**src/verilog/mac_slice_pkg.sv**
```systemverilog
// What this block does
// - Count bad-check frames with whole-octet length.
// - Reading counter clears it unless low lanes off.
// - Only receive events, reads and writes change the error counter.
// - Transmitter waits at least programmed nibble gap.
// - Gap field is gap minus three or six.
// - Accept 16/32-bit writes, ignore 8-bit ones.
// - Station octet six high, octet five low.
// - Station octets load from nonvolatile value.
// - Gap register upper bits read zero.
package mac_slice_pkg;

  // ---------------------------------------------------------------
  // Register map (byte addresses).
  // ---------------------------------------------------------------
  localparam logic [7:0] CRC_ERR_OFS  = 8'h00; // Error statistics.
  localparam logic [7:0] GAP_OFS      = 8'h10; // Back-to-back gap.
  localparam logic [7:0] STATION_OFS  = 8'h20; // Station octets 5/6.
  localparam logic [7:0] INT_STAT_OFS = 8'h30; // Sticky events, W1C.
  localparam logic [7:0] INT_MASK_OFS = 8'h34; // Interrupt mask.
  localparam logic [7:0] MODE_OFS     = 8'h38; // Duplex mode.

  // Alias offsets added to a register's base address.
  localparam logic [3:0] ALIAS_CLR_OFS = 4'h4;
  localparam logic [3:0] ALIAS_SET_OFS = 4'h8;
  localparam logic [3:0] ALIAS_INV_OFS = 4'hC;

  // ---------------------------------------------------------------
  // Field layouts and reset values.
  // ---------------------------------------------------------------
  localparam int          CNT_W        = 16;    // Error counter width.
  localparam int          GAP_W        = 7;     // Gap field width.
  localparam logic [6:0]  GAP_RESET    = 7'h12; // Gap field reset.
  localparam logic [3:0]  FULL_DUP_ADD = 4'h3;  // Full duplex offset.
  localparam logic [3:0]  HALF_DUP_ADD = 4'h6;  // Half duplex offset.
  localparam int          INT_W        = 2;     // Interrupt bits.
  localparam int          INT_CRC_BIT  = 0;     // Counted error.
  localparam int          INT_WRAP_BIT = 1;     // Counter rollover.
  localparam int          MODE_FD_BIT  = 0;     // 1 = full duplex.

  // ---------------------------------------------------------------
  // Timing.
  // ---------------------------------------------------------------
  localparam int CLK_NS    = 100; // Clock period.
  localparam int NIBBLE_NS = 400; // Nibble time at 10 Mbps.
  localparam int NIBBLE_CYCLES =
    (NIBBLE_NS / CLK_NS < 1) ? 1 : NIBBLE_NS / CLK_NS;

  // ---------------------------------------------------------------
  // Types.
  // ---------------------------------------------------------------
  // Kind of register write, chosen by the alias address.
  typedef enum logic [1:0] {
    WR_PLAIN = 2'b00,
    WR_CLR   = 2'b01,
    WR_SET   = 2'b10,
    WR_INV   = 2'b11
  } wr_op_e;

  // One received frame's verdict from the receive path.
  typedef struct packed {
    logic       done;    // One-cycle end-of-frame pulse.
    logic       fcsBad;  // Check sequence mismatched.
    logic [2:0] bitsMod; // Frame length in bits, modulo eight.
  } rx_frame_s;

  // Transmit path framing strobes.
  typedef struct packed {
    logic start; // First nibble of a packet leaves.
    logic stop;  // Last nibble of a packet has left.
  } tx_frame_s;

endpackage : mac_slice_pkg

```
**src/verilog/rx_crc_err_counter.sv**
```systemverilog
`timescale 1ns/1ps
// Receive check-sequence error counter with alias writes.
module rx_crc_err_counter (
  input  wire logic                             clk,
  input  wire logic                             srst,
  input  wire mac_slice_pkg::rx_frame_s         rxFrame,
  input  wire logic                             readClear,
  input  wire logic                             wrEn,
  input  wire mac_slice_pkg::wr_op_e            wrOp,
  input  wire logic [mac_slice_pkg::CNT_W-1:0]  wrData,
  input  wire logic [mac_slice_pkg::CNT_W-1:0]  wrMask,
  output logic      [mac_slice_pkg::CNT_W-1:0]  count,
  output logic                                  countEvt,
  output logic                                  wrapEvt
);

  // Qualifying receive event; transmit signals never reach here.
  logic countHit; // Bad frame of whole octets.
  assign countHit = rxFrame.done && rxFrame.fcsBad
                    && (rxFrame.bitsMod == 3'h0);

  // ---------------------------------------------------------------
  // Counter update.
  // ---------------------------------------------------------------
  // Software effects are applied first and the event added after,
  // so a frame in the cycle of a clear is never lost.
  always_ff @(posedge clk) begin
    logic [mac_slice_pkg::CNT_W-1:0] base;
    base = count;
    if (srst) begin
      count    <= '0;
      countEvt <= 1'b0;
      wrapEvt  <= 1'b0;
    end else begin
      if (readClear) begin
        base = '0;
      end else if (wrEn) begin
        unique case (wrOp)
          mac_slice_pkg::WR_PLAIN:
            base = (count & ~wrMask) | (wrData & wrMask);
          mac_slice_pkg::WR_CLR: base = count & ~(wrData & wrMask);
          mac_slice_pkg::WR_SET: base = count | (wrData & wrMask);
          mac_slice_pkg::WR_INV: base = count ^ (wrData & wrMask);
        endcase
      end
      count    <= base + {{(mac_slice_pkg::CNT_W-1){1'b0}}, countHit};
      countEvt <= countHit;
      wrapEvt  <= countHit && (&base);
    end
  end

endmodule : rx_crc_err_counter

```
**src/verilog/tx_gap_timer.sv**
```systemverilog
`timescale 1ns/1ps
// Enforces the minimum gap between back-to-back transmitted packets.
module tx_gap_timer #(
  parameter int NIBBLE_CYCLES = mac_slice_pkg::NIBBLE_CYCLES
) (
  input  wire logic                             clk,
  input  wire logic                             srst,
  input  wire mac_slice_pkg::tx_frame_s         txFrame,
  input  wire logic [mac_slice_pkg::GAP_W-1:0]  gapField,
  input  wire logic                             fullDuplex,
  output logic                                  gapOpen
);

  // Gap states, one-hot.
  typedef enum logic [2:0] {
    GAP_IDLE = 3'b001,
    GAP_TX   = 3'b010,
    GAP_WAIT = 3'b100
  } gap_state_e;

  gap_state_e state;        // Current gap state.
  logic [7:0] nibbleCnt;    // Nibble times elapsed since stop.
  logic [7:0] needNibbles;  // Full gap in nibble times.
  logic [7:0] divCnt;       // Cycle divider for nibble ticks.
  logic       nibbleTick;   // One-cycle pulse per nibble time.

  // Field plus duplex offset gives the true gap length.
  assign needNibbles = {1'b0, gapField}
                       + {4'h0, fullDuplex ? mac_slice_pkg::FULL_DUP_ADD
                                           : mac_slice_pkg::HALF_DUP_ADD};
  assign nibbleTick = (divCnt == 8'(NIBBLE_CYCLES - 1));

  // Nibble divider restarts when a packet ends, aligning the gap.
  always_ff @(posedge clk) begin
    if (srst || txFrame.stop || nibbleTick) begin
      divCnt <= 8'h00;
    end else begin
      divCnt <= divCnt + 8'h01;
    end
  end

  // Gap state machine; the count is re-read each tick, so a
  // reprogrammed field takes effect on the gap in progress.
  always_ff @(posedge clk) begin
    if (srst) begin
      state     <= GAP_IDLE;
      nibbleCnt <= 8'h00;
      gapOpen   <= 1'b1;
    end else begin
      unique case (state)
        GAP_IDLE: begin
          if (txFrame.start) begin
            state   <= GAP_TX;
            gapOpen <= 1'b0;
          end
        end
        GAP_TX: begin
          if (txFrame.stop) begin
            state     <= GAP_WAIT;
            nibbleCnt <= 8'h00;
          end
        end
        GAP_WAIT: begin
          if (nibbleTick) begin
            nibbleCnt <= nibbleCnt + 8'h01;
            if (nibbleCnt + 8'h01 >= needNibbles) begin
              state   <= GAP_IDLE;
              gapOpen <= 1'b1;
            end
          end
        end
      endcase
    end
  end

endmodule : tx_gap_timer

```
**src/verilog/mac_gap_stats.sv**
```systemverilog
// Local design decisions: register access over APB and the placing of the registers.
`timescale 1ns/1ps
// MAC slice: receive error statistics, transmit gap and station
// octets, reached over APB.
module mac_gap_stats #(
  parameter int          NIBBLE_CYCLES = mac_slice_pkg::NIBBLE_CYCLES,
  parameter logic [7:0]  ADDR_W        = 8'd8
) (
  input  wire logic                            clk,
  input  wire logic                            srst,
  // APB slave.
  input  wire logic                            psel,
  input  wire logic                            penable,
  input  wire logic                            pwrite,
  input  wire logic [7:0]                      paddr,
  input  wire logic [31:0]                     pwdata,
  input  wire logic [3:0]                      pstrb,
  input  wire logic [3:0]                      rdLanes,
  output logic      [31:0]                     prdata,
  output logic                                 pready,
  output logic                                 pslverr,
  // Receive and transmit paths.
  input  wire mac_slice_pkg::rx_frame_s        rxFrame,
  input  wire mac_slice_pkg::tx_frame_s        txFrame,
  // Nonvolatile station octets, sampled during reset.
  input  wire logic [15:0]                     stationNv,
  // Results.
  output logic                                 txGapOpen,
  output logic      [7:0]                      stationOctetSix,
  output logic      [7:0]                      stationOctetFive,
  output logic                                 irq
);

  // ---------------------------------------------------------------
  // Register state.
  // ---------------------------------------------------------------
  logic [6:0]  gap_reg;         // Back-to-back gap field.
  logic [15:0] station_reg;     // Octet six high, octet five low.
  logic [1:0]  intStat_reg;     // Sticky events.
  logic [1:0]  intMask_reg;     // Interrupt enables.
  logic        fullDuplex_reg;  // Duplex mode.
  logic [15:0] crcCount;        // Error counter value.
  logic        countEvt;        // A frame was counted.
  logic        wrapEvt;         // Counter rolled over.
  logic        gapOpen;         // Gap timer verdict.

  // ---------------------------------------------------------------
  // Bus decode.
  // ---------------------------------------------------------------
  logic        accStart;   // First access cycle: data is latched.
  logic        accDone;    // Completing access cycle.
  logic [7:0]  regBase;    // Address with alias bits removed.
  logic [3:0]  aliasOfs;   // Alias part of the address.
  mac_slice_pkg::wr_op_e wrOp; // Operation for this address.
  logic        laneOk;     // Write size is 16 or 32 bits.
  logic [31:0] laneMask;   // Write data bits enabled by strobes.
  logic        mapped;     // Address hits a register.
  logic        aliasable;  // Address is a register with aliases.
  logic        wrAccept;   // Write takes effect now.
  logic [31:0] readValue;  // Read data for the current address.

  assign accStart  = psel && penable && !pready;
  assign accDone   = psel && penable && pready;
  assign regBase   = {paddr[7:4], 4'h0};
  assign aliasOfs  = paddr[3:0];
  assign aliasable = (regBase == mac_slice_pkg::CRC_ERR_OFS)
                     || (regBase == mac_slice_pkg::GAP_OFS)
                     || (regBase == mac_slice_pkg::STATION_OFS);

  // Whole halfwords or the whole word only; byte writes are dropped.
  assign laneOk = (pstrb == 4'b1111) || (pstrb == 4'b0011)
                  || (pstrb == 4'b1100);
  assign laneMask = {{8{pstrb[3]}}, {8{pstrb[2]}},
                     {8{pstrb[1]}}, {8{pstrb[0]}}};

  // Alias decode; unknown low address bits count as unmapped.
  always_comb begin
    wrOp   = mac_slice_pkg::WR_PLAIN;
    mapped = 1'b0;
    if (aliasable) begin
      mapped = 1'b1;
      unique case (aliasOfs)
        4'h0: wrOp = mac_slice_pkg::WR_PLAIN;
        mac_slice_pkg::ALIAS_CLR_OFS: wrOp = mac_slice_pkg::WR_CLR;
        mac_slice_pkg::ALIAS_SET_OFS: wrOp = mac_slice_pkg::WR_SET;
        mac_slice_pkg::ALIAS_INV_OFS: wrOp = mac_slice_pkg::WR_INV;
        default: mapped = 1'b0;
      endcase
    end else if (paddr == mac_slice_pkg::INT_STAT_OFS
                 || paddr == mac_slice_pkg::INT_MASK_OFS
                 || paddr == mac_slice_pkg::MODE_OFS) begin
      mapped = 1'b1;
    end
  end

  assign wrAccept = accDone && pwrite && mapped && laneOk;

  // Read multiplexer; unimplemented bits return zero.
  always_comb begin
    readValue = 32'h0000_0000;
    if (paddr == mac_slice_pkg::CRC_ERR_OFS) begin
      readValue = {16'h0000, crcCount};
    end else if (paddr == mac_slice_pkg::GAP_OFS) begin
      readValue = {25'h000_0000, gap_reg};
    end else if (paddr == mac_slice_pkg::STATION_OFS) begin
      readValue = {16'h0000, station_reg};
    end else if (paddr == mac_slice_pkg::INT_STAT_OFS) begin
      readValue = {30'h0000_0000, intStat_reg};
    end else if (paddr == mac_slice_pkg::INT_MASK_OFS) begin
      readValue = {30'h0000_0000, intMask_reg};
    end else if (paddr == mac_slice_pkg::MODE_OFS) begin
      readValue = {31'h0000_0000, fullDuplex_reg};
    end
  end

  // ---------------------------------------------------------------
  // APB handshake.
  // ---------------------------------------------------------------
  // One wait state: data is caught on the first access cycle and
  // handed back with pready on the second, keeping outputs flopped.
  always_ff @(posedge clk) begin
    if (srst) begin
      pready  <= 1'b0;
      pslverr <= 1'b0;
      prdata  <= 32'h0000_0000;
    end else begin
      pready  <= accStart;
      pslverr <= accStart && !mapped;
      if (accStart && !pwrite) begin
        prdata <= readValue;
      end
    end
  end

  // ---------------------------------------------------------------
  // Error counter.
  // ---------------------------------------------------------------
  // The clear happens on the same edge that latches the read data,
  // so no frame counted in between is lost.
  logic readClear; // Counter is read with a low lane enabled.
  logic crcWrEn;   // Software write to the counter or its aliases.
  assign readClear = accStart && !pwrite
                     && (paddr == mac_slice_pkg::CRC_ERR_OFS)
                     && (rdLanes[1:0] != 2'b00);
  assign crcWrEn   = wrAccept
                     && (regBase == mac_slice_pkg::CRC_ERR_OFS);

  rx_crc_err_counter u_crc (
    .clk       (clk),
    .srst      (srst),
    .rxFrame   (rxFrame),
    .readClear (readClear),
    .wrEn      (crcWrEn),
    .wrOp      (wrOp),
    .wrData    (pwdata[15:0]),
    .wrMask    (laneMask[15:0]),
    .count     (crcCount),
    .countEvt  (countEvt),
    .wrapEvt   (wrapEvt)
  );

  // ---------------------------------------------------------------
  // Alias write helper.
  // ---------------------------------------------------------------
  // Applies a plain, clear, set or invert write under the strobes.
  function automatic logic [15:0] aliasWrite(
    input logic [15:0]          cur,
    input logic [15:0]          data,
    input logic [15:0]          mask,
    input mac_slice_pkg::wr_op_e op
  );
    logic [15:0] hit;
    hit = data & mask;
    unique case (op)
      mac_slice_pkg::WR_PLAIN: aliasWrite = (cur & ~mask) | hit;
      mac_slice_pkg::WR_CLR:   aliasWrite = cur & ~hit;
      mac_slice_pkg::WR_SET:   aliasWrite = cur | hit;
      mac_slice_pkg::WR_INV:   aliasWrite = cur ^ hit;
    endcase
  endfunction : aliasWrite

  // ---------------------------------------------------------------
  // Gap register.
  // ---------------------------------------------------------------
  // Only bits 6:0 store; upper written bits fall away.
  always_ff @(posedge clk) begin
    logic [15:0] gapNext;
    gapNext = aliasWrite({9'h000, gap_reg}, pwdata[15:0],
                         laneMask[15:0], wrOp);
    if (srst) begin
      gap_reg <= mac_slice_pkg::GAP_RESET;
    end else if (wrAccept && regBase == mac_slice_pkg::GAP_OFS) begin
      gap_reg <= gapNext[6:0];
    end
  end

  // ---------------------------------------------------------------
  // Station octets.
  // ---------------------------------------------------------------
  // The reset is synchronous, so the nonvolatile value is taken by
  // a clocked load while reset is held; software may then rewrite.
  always_ff @(posedge clk) begin
    if (srst) begin
      station_reg <= stationNv;
    end else if (wrAccept
                 && regBase == mac_slice_pkg::STATION_OFS) begin
      station_reg <= aliasWrite(station_reg, pwdata[15:0],
                                laneMask[15:0], wrOp);
    end
  end

  // ---------------------------------------------------------------
  // Mode and interrupt registers.
  // ---------------------------------------------------------------
  // Duplex choice selects the gap offset in the timer.
  always_ff @(posedge clk) begin
    if (srst) begin
      fullDuplex_reg <= 1'b1;
      intMask_reg    <= 2'b00;
    end else if (wrAccept) begin
      if (paddr == mac_slice_pkg::MODE_OFS) begin
        fullDuplex_reg <= pwdata[mac_slice_pkg::MODE_FD_BIT];
      end
      if (paddr == mac_slice_pkg::INT_MASK_OFS) begin
        intMask_reg <= pwdata[1:0];
      end
    end
  end

  // Sticky events; a new event wins over a write-one clear.
  always_ff @(posedge clk) begin
    logic [1:0] clr;
    logic [1:0] evt;
    clr = (wrAccept && paddr == mac_slice_pkg::INT_STAT_OFS)
          ? pwdata[1:0] : 2'b00;
    evt = 2'b00;
    evt[mac_slice_pkg::INT_CRC_BIT]  = countEvt;
    evt[mac_slice_pkg::INT_WRAP_BIT] = wrapEvt;
    if (srst) begin
      intStat_reg <= 2'b00;
    end else begin
      intStat_reg <= (intStat_reg & ~clr) | evt;
    end
  end

  // Level interrupt, flopped so it leaves straight from a register.
  always_ff @(posedge clk) begin
    if (srst) begin
      irq <= 1'b0;
    end else begin
      irq <= |(intStat_reg & intMask_reg);
    end
  end

  // ---------------------------------------------------------------
  // Transmit gap.
  // ---------------------------------------------------------------
  tx_gap_timer #(
    .NIBBLE_CYCLES (NIBBLE_CYCLES)
  ) u_gap (
    .clk        (clk),
    .srst       (srst),
    .txFrame    (txFrame),
    .gapField   (gap_reg),
    .fullDuplex (fullDuplex_reg),
    .gapOpen    (gapOpen)
  );

  // Result outputs, registered.
  always_ff @(posedge clk) begin
    if (srst) begin
      txGapOpen        <= 1'b1;
      stationOctetSix  <= 8'h00;
      stationOctetFive <= 8'h00;
    end else begin
      txGapOpen        <= gapOpen;
      stationOctetSix  <= station_reg[15:8];
      stationOctetFive <= station_reg[7:0];
    end
  end

endmodule : mac_gap_stats

```
**config.mk**
```make
export PLATFORM = sky130hd
export DESIGN_NAME = mac_gap_stats
export DESIGN_NICKNAME = d
export VERILOG_FILES = /design/src/verilog/mac_slice_pkg.sv /design/src/verilog/rx_crc_err_counter.sv /design/src/verilog/tx_gap_timer.sv /design/src/verilog/mac_gap_stats.sv
export SDC_FILE = /design/constraint.sdc
export NUM_CORES = 1
export LEC_CHECK = 0
export ABC_AREA = 1
export BUFFER_PORTS_ARGS = -buffer_cell sky130_fd_sc_hd__buf_4
export CAP_MARGIN = 20
export CORE_MARGIN = 8
export CORE_UTILIZATION = 50
export CTS_CLUSTER_DIAMETER = 100
export DETAILED_ROUTE_END_ITERATION = 16
export GPL_ROUTABILITY_DRIVEN = 1
export PLACE_DENSITY = 0.75
export SETUP_SLACK_MARGIN = 0.3
export SYNTH_ARGS = -nofsm -noshare
export SYNTH_HDL_FRONTEND = slang
export SYNTH_SLANG_ARGS = --single-unit
```
**constraint.sdc**
```tcl
create_clock -name clk -period 5.9 [get_ports clk]
set_input_delay 1.18 -clock clk [delete_from_list [all_inputs] [get_ports clk]]
set_output_delay 1.18 -clock clk [all_outputs]
set_load 0.05 [all_outputs]
```
Word-level counts from Yosys, hierarchy flattened
Cells that the tools add are included.
{ "word_totals": {"ff_bits": 118, "out_inout_bits": 52, "elab_cells": 148} }
{ "op_classes": {"add_sub_neg": 4, "n_lt_le_gt_ge": 1, "eq_ne": 24, "mux": 33, "bitwise_logic": 22, "reduce_logical": 45} }
{ "op_table": {"columns": ["cell", "n"], "rows": [
  ["$mux 16", 8],
  ["$pmux 16 s4", 2],
  ["$and 16x16->16", 5],
  ["$or 16x16->16", 4],
  ["$eq 8x6->1 const B", 4],
  ["$not 16->16", 2],
  ["$xor 16x16->16", 2],
  ["$pmux 7 s4", 1],
  ["$logic_and 1x1->1", 17],
  ["$add 16x1->16", 1],
  ["$add 8x1->8 const B", 2],
  ["$eq 4x4->1 const B", 4],
  ["$logic_not 8->1", 2],
  ["$mux 8", 2],
  ["$pmux 8 s2", 1],
  ["$reduce_and 16->1", 1],
  ["$mux 3", 5],
  ["$and 7x7->7", 2],
  ["$or 7x7->7", 2],
  ["$pmux 3 s3", 1],
  ["$add 7x4->8", 1],
  ["$eq 4x2->1 const B", 2],
  ["$eq 8x2->1 const B", 1],
  ["$eq 8x5->1 const B", 1],
  ["other kinds (29)", 56]
]} }

Longest topological paths before layout
Gate-level depths: netlist of run 1.
{ "logic_depth": {"depth_word": 13, "depth_mapped": 19} }

Hierarchy
From an unflattened synthesis of run 1, not the netlist that was laid out.
{ "hier_totals": {"hier_cells": 1090, "area_unflattened_um2": 7324.5} }
{ "by_module_without_submodules": {"columns": ["mod", "n_inst", "cells_each", "area_each_um2", "seq_area_each_um2"], "rows": [
  ["mac_gap_stats", 1, 517, 3818.7, 1441.4],
  ["rx_crc_err_counter", 1, 387, 2187.1, 360.3],
  ["tx_gap_timer", 1, 186, 1318.8, 400.4]
]} }

Worst setup path after synthesis of run 1
Ideal clock, no wire load.
{ "synth_path": {"kind": "input -> register", "startpoint": "input pstrb[0]", "endpoint": "register station_reg[0] (enable)", "setup_time_ns": 0.411, "arrival_time_ns": 2.971, "required_time_ns": 5.489, "slack_ns": 2.518, "cell_stages": 7, "path_buffers": 1, "cell_sequence": "buf_2 -> inv_1 -> o21ai_1 -> nand2_1 -> nor2_2 -> nand3_2 -> o21ai_0"} }
{ "synth_between": {"elab_chain_len": 6, "elab_cells_between_ends": 8} }
{ "synth_lines": {"columns": ["item", "line", "text"], "rows": [
  ["start: declaration", "mac_gap_stats.sv:17", "input wire logic [3:0] pstrb,"],
  ["$eq 4x4->1 or $eq 4x2->1 (tied branches)", "mac_gap_stats.sv:71", "assign laneOk = (pstrb == 4'b1111) || (pstrb == 4'b0011)"],
  ["$logic_or 1x1->1", "mac_gap_stats.sv:71", null],
  ["$logic_or 1x1->1 (*)", "mac_gap_stats.sv:72", "|| (pstrb == 4'b1100);"],
  ["$logic_and 1x1->1 (*)", "mac_gap_stats.sv:96", "assign wrAccept = accDone && pwrite && mapped && laneOk;"],
  ["$logic_and 1x1->1 (*)", "mac_gap_stats.sv:206", "&& regBase == mac_slice_pkg::STATION_OFS) begin"],
  ["$reduce_bool 2->1 (no line) (*)", null, null],
  ["end signal: assignment", "mac_gap_stats.sv:204", "station_reg <= stationNv;"],
  ["end signal: assignment", "mac_gap_stats.sv:207", "station_reg <= aliasWrite(station_reg, pwdata[15:0],"],
  ["end: declaration", "mac_gap_stats.sv:38", "logic [15:0] station_reg;"]
]} }
Mark *: on every way between the ends. The rest lies on a longest branch, timed or not.
A chain may end at the register's enable or synchronous reset.

Final worst setup path of run 1
{ "layout_path": {"startpoint": "input paddr[0]", "endpoint": "register u_crc.count[8] (netlist bit)"} }
{ "layout_between": {"elab_chain_len": 12, "elab_cells_between_ends": 30} }
{ "layout_lines": {"columns": ["item", "line", "text"], "rows": [
  ["start: declaration", "mac_gap_stats.sv:15", "input wire logic [7:0] paddr,"],
  ["parallel branches: the longest is 9 deep, another holds $pmux 16 s4", null, null],
  ["$mux 16 (*)", "rx_crc_err_counter.sv:35", "if (readClear) begin"],
  ["$mux 16 (*)", "rx_crc_err_counter.sv:30", "if (srst) begin"],
  ["$add 16x1->16 (*)", "rx_crc_err_counter.sv:46", "count <= base + {{(mac_slice_pkg::CNT_W-1){1'b0}}, countHit};"],
  ["end signal: assignment", "rx_crc_err_counter.sv:46", null],
  ["end: declaration", "rx_crc_err_counter.sv:12", "output logic [mac_slice_pkg::CNT_W-1:0] count,"]
]} }
Mark *: on every way between the ends. The select of a mux whose other input is x is not followed.

==> results.yml, run 1 <==
clock_network:
  cts_made_buffers: 9
  cts_tree: "built"
  clockRootBuffer: "clkbuf_16"
  post_cts_resized: 0
  cts_sinks: 102
  postCtsHoldBufs: 0
  htreeDepth: 3
  cts_buffer_depth: 2
  clk_latency_ns: 0.36
  postCtsSetupBuffers: 0
  clk_pin_slew_ns: 0.07
timing:
  layout_min_cycle_time_ns: 3.81
  setup_violations: 0
  tns_ns: 0
  tightest_slew_ns: 0.869
  layout_worst_path_cycle_share: 0.645
  grt_setup_unrepaired: "no"
  timing.fmax_mhz: 263
  timing.slew.headroom: 0.420
  hold_viol: 0
  finalClockSkew_ns: 0.00880
  drv_slew: 0
critical_path:
  required_ns: 6.19
  start_kind: "primary input"
  cp-startpoint: "paddr[0]"
  critPathCaptureType: "flop"
  reg2reg_setup_slack_ns: 2.77
  crit_type: "in -> reg"
  cp.arrival_ns: 4.10
  critPathMaxFanout: 37
  worstReg2RegStart: "pready"
floorplan:
  die_h_um: 133
  ios: 128
  die_x_um: 133
  start_util: 0.513
  fp.coreArea_um2: 13300
  rows: 42
  dieArea_um2: 17600
synthesis:
  synth.most_common_cell: "nand2_1"
  synth-edff-count: 16
  ys_top_cells_by_count: "nand2_1, inv_1, nor2_1, dfxtp_1, o21ai_0"
  netlist_instances: 985
  synth_async_sr_flop_share: 0
  ys_warn_count: 0
  synth_top_area_cell: "dfxtp_1"
  yosysSeqAreaShare: 0.323
  ys.flop_type: "dfxtp_1"
  synth_top_cell_area_share: 0.252
  ys_types: 43
  syn-cell-area_um2: 6820
  syn_area_per_cell_um2: 6.93
  synth_area_leaders: "dfxtp_1, nand2_1, ha_1"
  ys_ff_latch: 102
place:
  dp_hpwl_um: 14000
  gp_congestion: 0.877
  port_buffers: 93
  dp.cells: 1226
global_routing:
  grt_pass1_wl_um: 30900
  grt_pass1_vias: 6275
  grt_start_max_net_pins: 75
  antenna_found_initial: 0
  grt_use_total: 0.212
  grt_overflow_total: 0
finish:
  drive_gt1_frac: 0.155
  nets: 1191
  fin_cells: 1242
  syn_to_final_growth_pct: 15.0
  nFillCells: 1268
  antenna_cells: 0
detailed_routing:
  vias_per_cell: 5.38
  first_iter_violations: 671
  dr.pass1.iters: 5
  detail-route-antenna-nets: 0
  drt-wirelength-per-cell_um: 15.2
  drcViolationCount: 0
  vias: 6682
  drt_wl_total_um: 18800
pwr:
  leakage_uw: 0.00356
  powerDensity_nw_per_um2: 206
  vdd_drop_max_mv: 0.175
  finalPower_uw: 1620
hold_path:
  hp-class: "reg -> reg"
  hold_start: "u_gap.gapOpen"
run_status:
  status: "completed"
flow_run:
  max_cap_viol_count: 0
## path summary, 6_finish.rpt
check,cells past startpoint,end
worst max-delay path,19,u_crc.count[8]
worst min-delay path,1,txGapOpen
worst max register to register,17,u_crc.count[14]
worst min register to register,1,txGapOpen
## worst max-delay path: stages
cell     delay (ns)
buf_4          0.11
inv_1          0.04
nand2_1        0.10
nor2_1         0.24
nand2_4        0.27
nor2_4         0.14
buf_4          0.41
inv_1          0.13
o22ai_1        0.17
a21oi_1        0.05
o21ai_0        0.20
nor2_1         0.10
ha_1           0.22
ha_1           0.24
nand3_2        0.13
nor2_2         0.08
nand3_1        0.07
nand2_1        0.05
a21oi_1        0.13
## cells in the final DEF (no fill, tap or decap), types with 11 or more instances in the layout
cell	synthesis	layout
o21ai_0	65	64
buf_4	18	97
ha_1	54	54
a21oi_1	63	63
dfxtp_1	86	86
edfxtp_1	16	16
nor2_1	108	108
nand3_1	57	57
inv_1	124	124
a221oi_1	16	16
nor2_2	15	15
nand2_1	217	217
nand2_2	11	11
nor3_1	12	12
conb_1	1	16
## area by class of cell
cell class                      instances  area [um^2]  share of cell area
Timing Repair Buffer                   97          728              0.0928
Clock inverter                          5         28.8             0.00367
Clock buffer                           11          264              0.0336
Tap cell                              176          220              0.0281
Sequential cell                       102         2200               0.281
Inverter                              137          514              0.0655
Multi-Input combinational cell        714         3890               0.496
## metrics by stage
step | hold slack, ns | setup slack (ns) | util | instance area (um^2)
3_5_place_dp | 0.434 | 1.77 | 0.568 | 7550
6_report | 0.448 | 2.09 | 0.590 | 7850
5_1_grt | 0.474 | 1.74 | 0.590 | 7850
4_1_cts | 0.455 | 2.11 | 0.590 | 7850
3_3_place_gp | 0.432 | 1.80 | 0.568 | 7550
2_1_floorplan | 0.413 | 2.52 | - | 6880
## where the power goes
part / internal [uW] / switching [uW]
clock network: 322 / 277
registers: 735 / 14.9
logic: 87.4 / 182
total: 1140 / 474
## cell families after synthesis
group,after synthesis,share of synthesized area
and+or+nand+nor,447,0.287
AOI/OAI and AO/OA,185,0.160
buffers and inverters,184,0.115
DFF,102,0.323
adders and majority gates,54,0.0990
xor gates and xnor gates,12,0.0154
other,1,0.000550
## routing by layer
| metal | GRT usage | routed length [um] | up-vias | part of all wire |
|---|---|---|---|---|
| met5 | 0 | 0 | - | 0 |
| met4 | 0.0593 | 356 | 0 | 0.019 |
| met3 | 0.0473 | 1330 | 30 | 0.071 |
| met2 | 0.346 | 8800 | 250 | 0.47 |
| met1 | 0.275 | 8360 | 3036 | 0.44 |
| li1 | - | - | 3366 | - |
No activity file was read; power rests on OpenSTA's default activity.
==> inputs of run 2 (changes only) <==
==> constraint.sdc (replaced) <==
create_clock -name clk -period 3.7 [get_ports clk]
set_input_delay 0.74 -clock clk [delete_from_list [all_inputs] [get_ports clk]]
set_output_delay 0.74 -clock clk [all_outputs]
set_load 0.05 [all_outputs]
==> run 2 against run 1 <==
Final cell count up 0.97%. Critical path type unchanged. Largest power group unchanged. Global-route usage grew 0.47 points. First-iteration DRC count fell by 24%. Largest cell class unchanged. Sequential share of layout area decreased by 0.25 points.
==> results.yml, run 2 (synthesized netlist as in run 1, its figures left out) <==
pwr:
  powerDensity_nw_per_um2: 321
  leakage_uw: 0.00361
  vdd_drop_max_mv: 0.268
finish:
  layout.cells.most_common: "nand2_1"
  nets: 1203
  final_area_um2: 7920
  antenna_cells: 0
  syn_to_final_growth_pct: 16.1
  final_cell_mix: "nand2_1, inv_1, buf_4, nor2_1, dfxtp_1"
  final_util: 0.596
  drive_gt1_frac: 0.164
timing:
  tightest_slew_ns: 0.802
  finalClockSkew_ns: 0.00920
  timing.slew.headroom: 0.464
  layout_worst_path_cycle_share: 0.780
  tns_ns: 0
  layout_min_cycle_time_ns: 2.88
  hold_viol: 0
  timing.fmax_mhz: 347
  drv_slew: 0
  grt_setup_unrepaired: "no"
  setup_violations: 0
global_routing:
  grt_overflow_total: 0
  grt_use_total: 0.217
  antenna_found_initial: 0
  grt_start_max_net_pins: 42
  grt_pass1_wl_um: 31300
  grt_pass1_vias: 6440
place:
  dp_hpwl_um: 14400
  dpl_cell_area_um2: 7640
  gp_congestion: 0.887
  port_buffers: 93
clock_network:
  clk_pin_slew_ns: 0.07
  clockRootBuffer: "clkbuf_16"
  postCtsHoldBufs: 0
  cts_sinks: 102
  cts_made_buffers: 9
  cts_tree: "built"
  cts_buffer_depth: 2
  post_cts_resized: 0
  clk_latency_ns: 0.36
  htreeDepth: 3
  postCtsSetupBuffers: 0
critical_path:
  worstReg2RegStart: "gap_reg[0]"
  cp-endpoint: "u_crc.count[14]"
  critPathCaptureType: "flop"
  critPathMaxFanout: 5
  crit_type: "in -> reg"
  r2r_cells: 14
  required_ns: 4.00
  reg2reg_setup_slack_ns: 1.13
  start_kind: "primary input"
  cp-startpoint: "paddr[7]"
  cp.arrival_ns: 3.18
  reg2reg_to: "u_gap.state[2]"
floorplan:
  fp.coreArea_um2: 13300
  dieArea_um2: 17600
  rows: 42
  start_util: 0.513
  ios: 128
  die_x_um: 133
  die_h_um: 133
detailed_routing:
  vias_per_cell: 5.36
  dr.pass1.iters: 5
  first_iter_violations: 511
  vias: 6717
  drt-wirelength-per-cell_um: 15.1
  drt_wl_total_um: 18900
  drcViolationCount: 0
  detail-route-antenna-nets: 0
flow_run:
  max_cap_viol_count: 0
hold_path:
  hp-class: "reg -> reg"
run_status:
  status: "completed"
run 2: cell count changes in the layout (fill, tap and decap cells not counted):
cell       before  now
inv_4           0    1
clkbuf_16      10    9
inv_6           1    2
clkinv_2        4    3
clkbuf_8        1    0
clkinv_4        0    1
buf_4          97  109
run 2: through the flow:
| step | hold slack, ns | setup slack (ns) | total power (uW) | cells |
|---|---|---|---|---|
| finish | 0.446 | 0.816 | 2540 | 1254 |
| global route | 0.475 | 0.482 | 2650 | 1254 |
| CTS | 0.454 | 0.865 | 2570 | 1254 |
| detailed placement | 0.432 | 0.492 | 1650 | 1238 |
| global placement | 0.428 | 0.547 | 1640 | 1238 |
| floorplan | 0.413 | 0.758 | 1510 | 1000 |
run 2: worst min-delay path by stage:
stage | start | end | slack [ns] | depth (start not counted)
final | u_crc.wrapEvt | intStat_reg[1] | 0.45 | 2
after detailed placement | u_gap.gapOpen | txGapOpen | 0.43 | 1
after CTS | u_gap.gapOpen | txGapOpen | 0.45 | 1
after floorplan | u_crc.countEvt | intStat_reg[0] | 0.41 | 2
after global routing | u_gap.divCnt[0] | u_gap.divCnt[0] | 0.47 | 1
after global placement | u_gap.divCnt[0] | u_gap.divCnt[0] | 0.43 | 1
run 2: cell type report:
| class | count | area (um^2) |
|---|---|---|
| Clock buffer | 9 | 225 |
| Inverter | 137 | 514 |
| Tap cell | 176 | 220 |
| Clock inverter | 7 | 47.5 |
| Sequential cell | 102 | 2200 |
| Timing Repair Buffer | 109 | 818 |
| Fill cell | 1316 | 5380 |
| Multi-Input combinational cell | 714 | 3890 |
run 2: power breakdown:
part	internal [uW]	switching (uW)
clock	460	456
sequential	1170	24.0
combinational	142	291
run 2: layer usage:
metal | wire [um] | track usage | vias to the layer above
li1 | - | - | 3385
met1 | 8200 | 0.269 | 3065
met2 | 9000 | 0.361 | 231
met3 | 1250 | 0.0488 | 36
met4 | 459 | 0.0770 | 0
met5 | 0 | 0 | -
run 2: critical path, cell delays in order:
cell and delay [ns]:
buf_4 0.12, nor2_2 0.15, nand2_2 0.10, inv_2 0.10, nand2_1 0.10, nand2_2 0.08
inv_1 0.05, o21ai_0 0.16, o22ai_1 0.10, a21oi_1 0.11, o21ai_0 0.09, nor2_1 0.16
ha_1 0.21, ha_1 0.26, nand3_2 0.14, nor2_2 0.20, nand3_1 0.11, nand2_1 0.07
inv_1 0.04, nor2_1 0.08
==> inputs of run 3 (changes only) <==
==> constraint.sdc (replaced) <==
create_clock -name clk -period 2.7 [get_ports clk]
set_input_delay 0.54 -clock clk [delete_from_list [all_inputs] [get_ports clk]]
set_output_delay 0.54 -clock clk [all_outputs]
set_load 0.05 [all_outputs]
==> run 3 against run 2 <==
Setup slack got worse by 0.40 ns. Critical endpoint is now u_gap.state[2]. Largest power group unchanged. Combinational power is 44% higher. Global-route usage rose by 0.076 points. Critical path type is now reg -> reg. Wire length grew 2.0%.
==> results.yml, run 3 (synthesized netlist as in run 1, its figures left out) <==
finish:
  final_util: 0.631
  fin_cells: 1279
  nets: 1228
  syn_to_final_growth_pct: 23.0
  final_cell_mix: "nand2_1, buf_4, inv_1, nor2_1, dfxtp_1"
  layout.cells.most_common: "nand2_1"
  antenna_cells: 0
  drive_gt1_frac: 0.212
  final_area_um2: 8390
detailed_routing:
  drcViolationCount: 0
  vias_per_cell: 5.35
  detail-route-antenna-nets: 0
  first_iter_violations: 783
  dr.pass1.iters: 5
  vias: 6844
  drt-wirelength-per-cell_um: 15.1
  drt_wl_total_um: 19300
timing:
  hold_viol: 0
  timing.slew.headroom: 0.593
  finalClockSkew_ns: 0.0115
  tns_ns: 0
  timing.fmax_mhz: 437
  setup_violations: 0
  tightest_slew_ns: 0.604
  grt_setup_unrepaired: "yes"
  layout_worst_path_cycle_share: 0.847
  layout_min_cycle_time_ns: 2.29
  hold_slack_ns: 0.372
  drv_slew: 0
floorplan:
  die_x_um: 133
  dieArea_um2: 17600
  start_util: 0.513
  die_h_um: 133
  fp.coreArea_um2: 13300
  ios: 128
  rows: 42
pwr:
  vdd_drop_max_mv: 0.324
  powerDensity_nw_per_um2: 448
  leakage_uw: 0.00379
critical_path:
  critPathCaptureType: "flop"
  cp-endpoint: "u_gap.state[2]"
  crit_buf_inv: 1
  cp_top_family: "compound AO/OA/AOI/OAI gates"
  cp-startpoint: "fullDuplex_reg"
  crit_chain: "inv_2 -> ha_4 -> nand2_1 -> o21ai_2 -> nand2_1 -> xor2_1 -> ha_1 -> nand2_2 -> nor2_2 -> nand2_1 -> o2111ai_2 -> o211ai_1 -> o21ai_1 -> a21oi_1"
  reg2reg_setup_slack_ns: 0.41
  slowest_stage: "dfxtp_2"
  crit_path_max_incr_delay_ns: 0.33
  crit_type: "reg -> reg"
  cp.arrival_ns: 2.59
  crit_cells: 14
  cpMostUsedCell: "nand2_1"
  start_kind: "flop"
  required_ns: 3.00
  worstReg2RegStart: "fullDuplex_reg"
  r2r_cells: 14
  critPathMaxFanout: 3
  reg2reg_to: "u_gap.state[2]"
clock_network:
  cts_tree: "built"
  clk_latency_ns: 0.37
  cts_sinks: 102
  htreeDepth: 3
  cts_made_buffers: 9
  cts_buffer_depth: 2
  clockRootBuffer: "clkbuf_16"
  clk_pin_slew_ns: 0.07
place:
  gp_congestion: 0.855
  dp.cells: 1259
  dp_hpwl_um: 14400
  port_buffers: 93
  dpl_cell_area_um2: 7900
global_routing:
  grt_pass1_vias: 6293
  grt_use_total: 0.218
  grt_overflow_total: 0
  antenna_found_initial: 0
  grt_start_max_net_pins: 55
  grt_pass1_wl_um: 31500
hold_path:
  hp-class: "in -> reg"
flow_run:
  max_cap_viol_count: 0
run_status:
  status: "completed"
## run 3: cell types whose count changed in the layout (fill, tap and decap cells not counted), sizes merged
cell	previous run	this run
buf	109	134
bufinv	0	2
inv	137	139
clkinv	7	3
## run 3: layout make-up
| cell class | count | area, um^2 |
|---|---|---|
| repair buffers | 134 | 1050 |
| flip-flops and latches | 102 | 2210 |
| clock inverters | 7 | 111 |
| well taps | 176 | 220 |
| fillers | 1219 | 4910 |
| clock buffers | 9 | 225 |
| multi-input cells | 714 | 4050 |
| inverters | 137 | 517 |
## run 3: worst min path at each step
stage / cells past startpoint / end / from
final: 2 / u_crc.countEvt / rxFrame[2]
after global routing: 2 / u_crc.countEvt / rxFrame[2]
after CTS: 2 / u_crc.countEvt / rxFrame[2]
after detailed placement: 1 / txGapOpen / u_gap.gapOpen
after global placement: 1 / txGapOpen / u_gap.gapOpen
after floorplan: 2 / intStat_reg[0] / u_crc.countEvt
## run 3: per-layer routing
layer  vias to the layer above  part of all wire  GRT usage
met3                        33             0.089     0.0503
li1                       3454                 -          -
met5                         -                 0          0
met1                      3088              0.46      0.303
met4                         0             0.022     0.0770
met2                       269              0.43      0.320
## run 3: power breakdown
| group | internal (uW) | switching [uW] |
|---|---|---|
| sequential | 1600 | 33.4 |
| clock | 840 | 660 |
| combinational | 215 | 410 |
| total | 2660 | 1100 |
## run 3: what timing repair did
action / in CTS / in global routing
setup endpoints to repair: 1 / 17
buffers inserted: 0 / 4
hold buffers: 0 / 0
endpoints found under the hold margin: 0 / 0
pin swaps: 1 / 14
gates resized for setup: 5 / 31
cloned: 0 / 0
## run 3: stage by stage
stage	total power (uW)	setup slack, ns
after CTS	3770	0.302
after global routing	3920	0.216
final	3760	0.413
after global placement	2270	0.0253
after detailed placement	2280	-0.0152
after floorplan	2080	0.249
